==> config.mk <==
export PLATFORM = sky130hd
export DESIGN_NAME = rcr_top
export DESIGN_NICKNAME = d
export VERILOG_FILES = /design/src/logic/rcr_pkg.sv /design/src/logic/rcr_wreg_track.sv /design/src/logic/rcr_top.sv
export SDC_FILE = /design/constraint.sdc
export NUM_CORES = 1
export LEC_CHECK = 0
export ABC_AREA = 1
export BUFFER_PORTS_ARGS = -buffer_cell sky130_fd_sc_hd__buf_2
export CAP_MARGIN = 20
export CORE_MARGIN = 2
export CORE_UTILIZATION = 55
export DETAILED_ROUTE_END_ITERATION = 12
export HOLD_SLACK_MARGIN = 0.05
export PLACE_DENSITY = 0.79
export SLEW_MARGIN = 20
export SYNTH_ARGS = -nofsm -noshare
export SYNTH_HDL_FRONTEND = slang
export SYNTH_SLANG_ARGS = --single-unit
==> constraint.sdc <==
create_clock -name pclk -period 2 [get_ports pclk]
set_input_delay 0 -clock pclk [delete_from_list [all_inputs] [get_ports pclk]]
set_output_delay 0 -clock pclk [all_outputs]
set_load 0.1 [all_outputs]
==> src/logic/rcr_pkg.sv <==
package rcr_pkg;

  // ----------------------------------------------------------------
  // register offsets (byte addresses on the apb port)
  // ----------------------------------------------------------------
  localparam logic [7:0] RCR_OFF_CAUSE = 8'h00;
  localparam logic [7:0] RCR_OFF_IRQ_STS = 8'h04;
  localparam logic [7:0] RCR_OFF_IRQ_CLR = 8'h08;
  localparam logic [7:0] RCR_OFF_IRQ_EN = 8'h0C;
  localparam logic [7:0] RCR_OFF_SEG_LO = 8'h10;
  localparam logic [7:0] RCR_OFF_SEG_HI = 8'h14;

  // ----------------------------------------------------------------
  // reset cause flag positions
  // ----------------------------------------------------------------
  localparam int RCR_B_TRAP = 15;
  localparam int RCR_B_ILL = 14;
  localparam int RCR_B_CM = 9;
  localparam int RCR_B_PIN = 7;
  localparam int RCR_B_SWR = 6;
  localparam int RCR_B_WDT = 4;
  localparam int RCR_B_SLEEP = 3;
  localparam int RCR_B_IDLE = 2;
  localparam int RCR_B_BOR = 1;
  localparam int RCR_B_POR = 0;

  // implemented bits, power-on value, bits a brown-out leaves alone
  localparam logic [15:0] RCR_IMPL_MASK = 16'hC2DF;
  localparam logic [15:0] RCR_CAUSE_RST = 16'h0003;
  localparam logic [15:0] RCR_BOR_KEEP = 16'h0083;

  // ----------------------------------------------------------------
  // sizes
  // ----------------------------------------------------------------
  localparam int RCR_PC_W = 24;
  localparam int RCR_WREG_NUM = 16;
  localparam int RCR_SP_IDX = 15;

  // ----------------------------------------------------------------
  // kind of program counter reload
  // ----------------------------------------------------------------
  typedef enum logic [2:0] {
    RCR_K_CALL,
    RCR_K_JUMP,
    RCR_K_CJUMP,
    RCR_K_RET,
    RCR_K_RETSUB,
    RCR_K_BRANCH,
    RCR_K_IVEC,
    RCR_K_TVEC
  } rcr_flow_t;

  // program flow change: call, jumps, returns, branches
  function automatic logic is_pfc(input rcr_flow_t k);
    is_pfc = (k == RCR_K_CALL) || (k == RCR_K_JUMP) ||
      (k == RCR_K_CJUMP) || (k == RCR_K_RET) ||
      (k == RCR_K_RETSUB) || (k == RCR_K_BRANCH);
  endfunction : is_pfc

  // vector flow change: interrupt or trap vector load
  function automatic logic is_vfc(input rcr_flow_t k);
    is_vfc = (k == RCR_K_IVEC) || (k == RCR_K_TVEC);
  endfunction : is_vfc

endpackage : rcr_pkg

==> src/logic/rcr_wreg_track.sv <==
`timescale 1ns/100ps
module rcr_wreg_track #(
  parameter int NUM_WREG = rcr_pkg::RCR_WREG_NUM,
  parameter int SP_IDX = rcr_pkg::RCR_SP_IDX
) (
  input wire logic pclk,
  input wire logic presetn,
  input wire logic wreg_clear,
  input wire logic wreg_wr,
  input wire logic [$clog2(NUM_WREG)-1:0] wreg_wr_idx,
  input wire logic wreg_ptr_use,
  input wire logic [$clog2(NUM_WREG)-1:0] wreg_ptr_idx,
  output logic uninit_fault
);

  // ----------------------------------------------------------------
  // elaboration check
  // ----------------------------------------------------------------
  if (NUM_WREG < 2 || SP_IDX >= NUM_WREG || SP_IDX < 0) begin : g_chk
    $error("rcr_wreg_track: bad register count or stack index");
  end

  logic [NUM_WREG-1:0] init_q;

  // written-since-reset marks; a reset beats a write in the same cycle
  always_ff @(posedge pclk or negedge presetn) begin
    if (!presetn) begin
      init_q <= '0;
    end else if (wreg_clear) begin
      init_q <= '0;
    end else if (wreg_wr) begin
      init_q[wreg_wr_idx] <= 1'b1;
    end
  end

  // pointer use of a never-written register; stack pointer is exempt
  always_ff @(posedge pclk or negedge presetn) begin
    if (!presetn) begin
      uninit_fault <= 1'b0;
    end else begin
      uninit_fault <= wreg_ptr_use && !wreg_clear &&
        (32'(wreg_ptr_idx) != SP_IDX) && !init_q[wreg_ptr_idx];
    end
  end

endmodule : rcr_wreg_track

==> src/logic/rcr_top.sv <==
`timescale 1ns/100ps
module rcr_top #(
  parameter int PC_W = rcr_pkg::RCR_PC_W,
  parameter int NUM_WREG = rcr_pkg::RCR_WREG_NUM
) (
  input wire logic pclk,
  input wire logic presetn,
  input wire logic psel,
  input wire logic penable,
  input wire logic pwrite,
  input wire logic [7:0] paddr,
  input wire logic [31:0] pwdata,
  output logic [31:0] prdata,
  output logic pready,
  output logic pslverr,
  input wire logic trap_conflict,
  input wire logic illegal_opcode,
  input wire logic config_mismatch,
  input wire logic external_reset_pin,
  input wire logic soft_reset_instr,
  input wire logic watchdog_timeout,
  input wire logic power_save_instr,
  input wire logic power_save_idle,
  input wire logic watchdog_clear_instr,
  input wire logic brownout_reset,
  input wire logic wreg_wr,
  input wire logic [$clog2(NUM_WREG)-1:0] wreg_wr_idx,
  input wire logic wreg_ptr_use,
  input wire logic [$clog2(NUM_WREG)-1:0] wreg_ptr_idx,
  input wire logic pc_reload,
  input wire rcr_pkg::rcr_flow_t pc_reload_kind,
  input wire logic [PC_W-1:0] pc_target,
  output logic device_reset,
  output logic security_reset,
  output logic wreg_clear,
  output logic irq
);

  // ----------------------------------------------------------------
  // elaboration check
  // ----------------------------------------------------------------
  if (PC_W < 1 || PC_W > 32) begin : g_chk
    $error("rcr_top: program counter width must be 1 to 32");
  end

  // ----------------------------------------------------------------
  // state
  // ----------------------------------------------------------------
  logic [15:0] cause_q;
  logic [15:0] irq_sts_q;
  logic [15:0] irq_en_q;
  logic [PC_W-1:0] seg_lo_q;
  logic [PC_W-1:0] seg_hi_q;
  logic [31:0] rdata_q;
  logic sec_fault_q;
  logic uninit_fault;
  logic [15:0] hw_set;
  logic [15:0] hw_clr;
  logic wr_acc;
  logic wr_cause;
  logic ill_src;
  logic in_seg;

  // ----------------------------------------------------------------
  // apb decode
  // ----------------------------------------------------------------
  function automatic logic map_ok(input logic [7:0] a);
    map_ok = (a == rcr_pkg::RCR_OFF_CAUSE) ||
      (a == rcr_pkg::RCR_OFF_IRQ_STS) ||
      (a == rcr_pkg::RCR_OFF_IRQ_CLR) ||
      (a == rcr_pkg::RCR_OFF_IRQ_EN) ||
      (a == rcr_pkg::RCR_OFF_SEG_LO) ||
      (a == rcr_pkg::RCR_OFF_SEG_HI);
  endfunction : map_ok

  // never stalls, so every access phase completes at its first edge
  assign pready = 1'b1;
  assign pslverr = psel && penable && !map_ok(paddr);
  assign wr_acc = psel && penable && pwrite && map_ok(paddr);
  assign wr_cause = wr_acc && (paddr == rcr_pkg::RCR_OFF_CAUSE);
  assign prdata = rdata_q;

  // read data captured in the setup cycle so it leaves a flop
  always_ff @(posedge pclk or negedge presetn) begin
    if (!presetn) begin
      rdata_q <= '0;
    end else if (psel && !penable && !pwrite) begin
      unique case (paddr)
        rcr_pkg::RCR_OFF_CAUSE: rdata_q <= {16'h0000, cause_q};
        rcr_pkg::RCR_OFF_IRQ_STS: rdata_q <= {16'h0000, irq_sts_q};
        rcr_pkg::RCR_OFF_IRQ_EN: rdata_q <= {16'h0000, irq_en_q};
        rcr_pkg::RCR_OFF_SEG_LO: rdata_q <= 32'(seg_lo_q);
        rcr_pkg::RCR_OFF_SEG_HI: rdata_q <= 32'(seg_hi_q);
        default: rdata_q <= '0; // clear register and holes read zero
      endcase
    end
  end

  // ----------------------------------------------------------------
  // protected segment and security check
  // ----------------------------------------------------------------
  // bounds reset to an empty window so nothing traps before setup
  always_ff @(posedge pclk or negedge presetn) begin
    if (!presetn) begin
      seg_lo_q <= '1;
      seg_hi_q <= '0;
    end else if (wr_acc && paddr == rcr_pkg::RCR_OFF_SEG_LO) begin
      seg_lo_q <= pwdata[PC_W-1:0];
    end else if (wr_acc && paddr == rcr_pkg::RCR_OFF_SEG_HI) begin
      seg_hi_q <= pwdata[PC_W-1:0];
    end
  end

  assign in_seg = (pc_target >= seg_lo_q) && (pc_target <= seg_hi_q);

  // both flow kinds are checked against the same window
  always_ff @(posedge pclk or negedge presetn) begin
    if (!presetn) begin
      sec_fault_q <= 1'b0;
    end else begin
      sec_fault_q <= pc_reload && in_seg &&
        (rcr_pkg::is_pfc(pc_reload_kind) ||
        rcr_pkg::is_vfc(pc_reload_kind));
    end
  end
  assign security_reset = sec_fault_q;

  // ----------------------------------------------------------------
  // working register tracking
  // ----------------------------------------------------------------
  rcr_wreg_track #(
    .NUM_WREG(NUM_WREG),
    .SP_IDX(rcr_pkg::RCR_SP_IDX)
  ) rcr_wreg_track_i (
    .pclk(pclk),
    .presetn(presetn),
    .wreg_clear(wreg_clear),
    .wreg_wr(wreg_wr),
    .wreg_wr_idx(wreg_wr_idx),
    .wreg_ptr_use(wreg_ptr_use),
    .wreg_ptr_idx(wreg_ptr_idx),
    .uninit_fault(uninit_fault)
  );

  assign ill_src = illegal_opcode || uninit_fault || sec_fault_q;

  // one system reset pulse for every cause but power-on, sleep and idle; it also wipes the w file
  always_ff @(posedge pclk or negedge presetn) begin
    if (!presetn) begin
      device_reset <= 1'b0;
    end else begin
      device_reset <= ill_src || trap_conflict ||
        config_mismatch || external_reset_pin ||
        soft_reset_instr || watchdog_timeout || brownout_reset;
    end
  end
  assign wreg_clear = device_reset;

  // ----------------------------------------------------------------
  // hardware set and clear terms
  // ----------------------------------------------------------------
  always_comb begin
    hw_set = '0;
    hw_set[rcr_pkg::RCR_B_TRAP] = trap_conflict;
    hw_set[rcr_pkg::RCR_B_ILL] = ill_src;
    hw_set[rcr_pkg::RCR_B_CM] = config_mismatch;
    hw_set[rcr_pkg::RCR_B_PIN] = external_reset_pin;
    hw_set[rcr_pkg::RCR_B_SWR] = soft_reset_instr;
    hw_set[rcr_pkg::RCR_B_WDT] = watchdog_timeout;
    hw_set[rcr_pkg::RCR_B_SLEEP] = power_save_instr && !power_save_idle;
    hw_set[rcr_pkg::RCR_B_IDLE] = power_save_instr && power_save_idle;
    hw_set[rcr_pkg::RCR_B_BOR] = brownout_reset;
    hw_clr = '0;
    if (brownout_reset) begin
      hw_clr = ~rcr_pkg::RCR_BOR_KEEP;
    end
    if (power_save_instr || watchdog_clear_instr) begin
      hw_clr[rcr_pkg::RCR_B_WDT] = 1'b1;
    end
  end

  // ----------------------------------------------------------------
  // reset cause flags
  // ----------------------------------------------------------------
  // presetn is the power-on reset; software write, then clear, then
  // set, so an event in the clearing cycle is never lost
  always_ff @(posedge pclk or negedge presetn) begin
    if (!presetn) begin
      cause_q <= rcr_pkg::RCR_CAUSE_RST;
    end else begin
      cause_q <= (((wr_cause ? pwdata[15:0] : cause_q) & ~hw_clr)
        | hw_set) & rcr_pkg::RCR_IMPL_MASK;
    end
  end

  // ----------------------------------------------------------------
  // interrupt
  // ----------------------------------------------------------------
  // sticky copy of each set event; write one to clear, set wins
  always_ff @(posedge pclk or negedge presetn) begin
    if (!presetn) begin
      irq_sts_q <= '0;
    end else if (wr_acc && paddr == rcr_pkg::RCR_OFF_IRQ_CLR) begin
      irq_sts_q <= (irq_sts_q & ~pwdata[15:0]) | hw_set;
    end else begin
      irq_sts_q <= irq_sts_q | hw_set;
    end
  end

  always_ff @(posedge pclk or negedge presetn) begin
    if (!presetn) begin
      irq_en_q <= '0;
    end else if (wr_acc && paddr == rcr_pkg::RCR_OFF_IRQ_EN) begin
      irq_en_q <= pwdata[15:0] & rcr_pkg::RCR_IMPL_MASK;
    end
  end

  assign irq = |(irq_sts_q & irq_en_q);
endmodule : rcr_top

; ---- After elaboration in Yosys (flattened, before gate mapping)
; Index checks and enable logic that the tools add are counted.
; W data, S select, Z words.
[word_totals]
output_inout_bits = 38
regBits = 135
[classes]
order_cmp = 5
mux = 11
bitwise_logic = 10
n_eq_ne = 13
n_reduce_logical = 52
[op_table]
columns = operator, count
row1 = $pmux W24 S5, 1
row2 = $mux W16, 5
row3 = $or A16 B16 Y16, 4
row4 = $and A16 B16 Y16, 3
row5 = $not A16 Y16, 2
row6 = $ge A24 B24 Y1, 1
row7 = $le A24 B24 Y1, 1
row8 = $logic_or A1 B1 Y1, 21
row9 = $logic_and A1 B1 Y1, 20
row10 = $eq A8 B4 Y1 const B, 2
row11 = $eq A8 B5 Y1 const B, 2
row12 = $reduce_or A16 Y1, 1
row13 = $eq A3 B3 Y1 const B, 4
row14 = $lt A4 B5 Y1 const B, 2
row15 = $eq A8 B3 Y1 const B, 1
row16 = $logic_not A8 Y1, 1
row17 = $eq A3 B2 Y1 const B, 2
row18 = $logic_not A1 Y1, 6
row19 = $bmux W1 S4, 1
row20 = $demux W1 S4, 1
row21 = $ge A4 B1 Y1 const B, 1
row22 = $ne A4 B4 Y1 const B, 1
row23 = $eq A3 B1 Y1 const B, 1
row24 = $logic_not A3 Y1, 1
row25 = other kinds (4), 6

; ---- Depth between registers and ports, before layout
[logic_depth]
word_depth = 11
mapped_depth = 13

; ---- Modules after synthesis
; Synthesis repeated with hierarchy kept, for this count alone.
[hier_totals]
hier_cells = 924
hier_area_um2 = 7274.5
[by_module_without_submodules]
columns = module, cells_each, seq_area_each_um2, n_inst, area_each_um2
row1 = rcr_top, 805, 2785.2, 1, 6379.9
row2 = rcr_wreg_track, 119, 425.4, 1, 894.6

; ---- Worst setup path after synthesis
; No wires, ideal clock.
[synth_path]
path_kind = register to output
start = register irq_en_q[15]
end = output irq
path_slack_ps = 92
arrival_time_ps = 1908
required_ps = 2000
path_stages_with_launch = 3
path_cell_list = dfrtp_1 > inv_1 > o2111ai_1
[synth_between]
elab_chain_len = 2
[synth_rtl]
columns = item, line_no
row1 = "start, declared", rcr_top.sv:51  ; logic [15:0] irq_en_q;
row2 = "start signal, assigned", rcr_top.sv:214  ; irq_en_q <= pwdata[15:0] & rcr_pkg::RCR_IMPL_MASK;
row3 = $and A16 B16 Y16, rcr_top.sv:218  ; assign irq = |(irq_sts_q & irq_en_q);
row4 = $reduce_or A16 Y1, rcr_top.sv:218
row5 = "end, declared", rcr_top.sv:36  ; output logic irq
; Every way passes these cells.

; ---- Final worst setup path
[layout_path]
start = input wreg_wr_idx[0]
end = register rcr_wreg_track_i.init_q[11]
[layout_between]
elab_chain_len = 7
elab_cells_between_ends = 8
[layout_rtl]
columns = item, line_no
row1 = "start, declared", rcr_top.sv:27  ; input wire logic [$clog2(NUM_WREG)-1:0] wreg_wr_idx,
row2 = $lt A4 B5 Y1 (implied by the code) / $ge A4 B1 Y1 (equally long branches), rcr_wreg_track.sv:32  ; init_q[wreg_wr_idx] <= 1'b1;
row3 = $logic_and A1 B1 Y1 (implied by the code), rcr_wreg_track.sv:32
row4 = $mux W1 (implied by the code), rcr_wreg_track.sv:32
row5 = $demux W1 S4 *, -
row6 = $or A16 B16 Y16 (no source line) *, -
row7 = $mux W16 *, rcr_wreg_track.sv:31  ; end else if (wreg_wr) begin
row8 = $mux W16 *, rcr_wreg_track.sv:29  ; end else if (wreg_clear) begin
row9 = "end signal, assigned", rcr_wreg_track.sv:28  ; init_q <= '0;
row10 = "end signal, assigned", rcr_wreg_track.sv:30  ; init_q <= '0;
row11 = "end signal, assigned by index", rcr_wreg_track.sv:32
row12 = "end, declared", rcr_wreg_track.sv:23  ; logic [NUM_WREG-1:0] init_q;
; Every way passes the cells marked *; elsewhere a longest branch is shown, timed or not. The select of a mux whose other input is x is not followed.
; A chain may end at the register's enable or synchronous reset.

==> qor.txt <==
sw power = 1770 uW
filler cell count = 1,005
Post-DP HPWL = 12,900 um
met2 global-route usage = 0.478
Cell Area, Synth = 7050 um^2
Clk pin slew, worst setup/hold paths = 0.05 ns
post-synthesis sequential area ratio = 0.456
Initial Utilization = 0.561
Total GRT Usage = 0.283
vias in the first global route = 6,144
clock power share = 0.427
r2r startpoint = seg_lo_q[23]
I/O pins = 131
Area Overhead vs Synth = 26.4%
post-synthesis adder-cell area fraction = 0.0852
initial antenna violation count = 0
setup TNS = 0 ns
Die X = 117 um
# DRC = 0
grt total ovfl = 0
number of diodes = 0
Die H = 117 um
synth warn = 0
final worst path period share = 0.935
min Tclk post-route = 1.87 ns
commonest cells after routing, fill and taps aside = 208 x nand2_1, 130 x inv_1, 109 x buf_2
Setup-failing EPs final = 0
Mean Syn Cell Area = 7.86 um^2
Leak = 0.00473 uW
die area = 13,700 um^2
largest family of logic cells by synthesized area = simple AND/OR/NAND/NOR gates
Routed Antenna Nets = 0
worst slew margin relative to its limit = 0.587
DR pass1 iterations = 5
Slowest-stage cell, CP = dlygate4sd3_1
Pwr Total = 6320 uW
power density over cell area = 710 nW/um^2
area of the multi-input gates = 3130 um^2
GRT met3 Usage = 0.0494
final wirelength = 18,600 um
1st-iter DRT viols = 423
Seq pwr share = 0.422
Simple-Gate Fraction of Synth Area = 0.202
via count = 6,558
CP peak stage delay = 0.57 ns
gate count of the mapped netlist = 896
WP buf/inv = 5
family with the most delay on the worst path = buffers and inverters
Setup crit end kind = flop
Final WS setup = 0.129 ns
Util after Layout = 0.709
VDD IR max = 0.723 mV
gpl congestion = 0.852
CP Max Fanout = 4
Pint = 4550 uW
Core Box Area = 12,600 um^2
crit-path cells = dlygate4sd3_1 > buf_2 > nand2_1 > dlygate4sd3_1 > inv_1 > nand2_1 > dlygate4sd3_1 > a21oi_1
CTS buffer count = 17
worst path arrival time = 2.21 ns
Max Freq = 535 MHz
Synth Area in Compound Gates = 0.151
htree depth = 4
Max Root-Sink Buffers = 2
clock root buffer = clkbuf_16
mean number of vias per cell = 5.23
Pins Over Slew Limit = 0
worst min path class = in -> reg
most common cell after layout, fill and taps aside = nand2_1
CTS tree = done
Final Skew = 0.00321 ns
Final Hold Fails = 0
pin count of the biggest net entering global routing = 41
Sw Share = 0.280
worst min-delay path startpoint = pwrite
most used cell, CP = dlygate4sd3_1
FF+latch count, synth = 127
Post-Place Setup Slack = 0.257 ns
mux cell area share after synthesis = 0
clock latency on the worst-skew pair = 0.42 ns
Register Area = 3210 um^2
max-cap viol count = 0
CP startpoint = wreg_wr_idx[0]
num rows = 41
IO Port Bufs = 110
met1 GRT Util = 0.370
CP Class = in -> reg
layout cells sized above 1 = 0.182
Routed WL per cell = 14.8 um
Comb pwr share = 0.152
final net count = 1,211
Setup crit start kind = primary input
Worst Max-Slew Pin Slew = 0.620 ns
Post-Synth XOR/XNOR Area = 0
Worst EP required = 2.34 ns
Clock Sinks = 127
library cells used by synthesis = 40
GRT Max-Usage Layer = met2
outcome = finished, final reports clean
global-route wire length before repair = 29,500 um
## routing by layer
metal	routed length [um]	part of all wire
met2	9200	0.50
met4	298	0.016
met5	0	0
met1	8140	0.44
met3	942	0.051
## synth_stat cells
master	n	share of area
nor4_1	2	0.0018
nand3_1	38	0.027
or2_2	3	0.0027
clkbuf_2	1	0.00071
clkbuf_1	19	0.010
inv_1	130	0.069
a221oi_1	2	0.0025
a2bb2oi_1	7	0.0087
dfrtp_1	101	0.36
dfstp_2	26	0.097
nor2_2	3	0.0027
buf_2	6	0.0043
buf_6	3	0.0048
nand2_1	208	0.11
o211ai_1	6	0.0064
nor2_1	74	0.039
o2111ai_1	1	0.0012
o21ai_0	95	0.067
o21ai_1	23	0.016
a21boi_0	1	0.0011
buf_4	12	0.013
conb_1	2	0.0011
nor3_2	1	0.0014
inv_2	4	0.0021
a21oi_1	44	0.031
a41oi_1	1	0.0012
o22ai_1	8	0.0071
nor2_8	1	0.0028
and3_1	1	0.00089
o21a_1	1	0.0011
ha_1	48	0.085
buf_1	1	0.00053
a31oi_1	5	0.0044
a21o_1	2	0.0021
clkinv_1	1	0.00053
nand4_1	3	0.0027
nand3_2	1	0.0014
nand2_2	3	0.0027
and2_1	1	0.00089
nor3_1	7	0.0050
## path summary, 6_finish.rpt
| path | slack (ns) | cells after the start | endpoint |
|---|---|---|---|
| max reg2reg | 0.24 | 12 | security_reset |
| min reg2reg | 0.47 | 2 | prdata[18] |
| max | 0.13 | 8 | rcr_wreg_track_i.init_q[11] |
| max in group asynchronous | 1.18 | 3 | seg_lo_q[20] |
| min in group asynchronous | 0.10 | 2 | prdata[6] |
| min | 0.07 | 4 | prdata[6] |
## metrics by stage
step	instance area, um^2	cells	hold slack (ns)
2_1_floorplan	7070	903	-0.296
6_report	8910	1255	0.0748
3_3_place_gp	7820	1165	0.0150
5_1_grt	8910	1255	0.0832
4_1_cts	8900	1255	0.0657
3_5_place_dp	7820	1165	0.00715
## power by group through the flow
stage          Combinational, uW  Sequential [uW]  Clock, uW
3_3_place_gp                 866             2710          0
6_report                     959             2670       2700
5_1_grt                     1030             2670       2820
3_5_place_dp                 875             2710          0
2_1_floorplan                342             2960          0
4_1_cts                      956             2670       2710
## final cells by class
cell class                 instances  share of cell area
multi-input combinational        599               0.352
inverter                         135              0.0569
sequential                       127               0.360
clock buffer                      30              0.0555
clock inverter                     2             0.00112
tap                              172              0.0242
timing repair buffer             190               0.150
## flip-flops by register name, indices dropped and copies added, names as in the netlist
name / flops
cause_q: 10
device_reset: 1
rcr_wreg_track_i.init_q: 16
irq_en_q: 10
seg_hi_q: 24
rcr_wreg_track_i.uninit_fault: 1
prdata: 24
seg_lo_q: 24
irq_sts_q: 16
security_reset: 1
## worst min-delay path: stages
cell and delay, ns:
buf_2 0.10, nor3_2 0.04, buf_4 0.17, a2bb2oi_1 0.14
## repair_timing
item                                    CTS  global route
endpoints found under the hold margin   211             0
endpoints found under the setup margin    0             1
buffers inserted                          0             0
hold buffers                             58             0
resized for setup                         0             1
## cells by family (layout without fill, tap and decap cells)
family	after synthesis	count (layout)
and+or+nand+nor	346	346
AOI/OAI and AO/OA	196	196
buffers and inverters	177	357
DFF	127	127
adders and majority gates	48	48
other	2	9
Note: power is estimated with default switching activity, not from simulation.
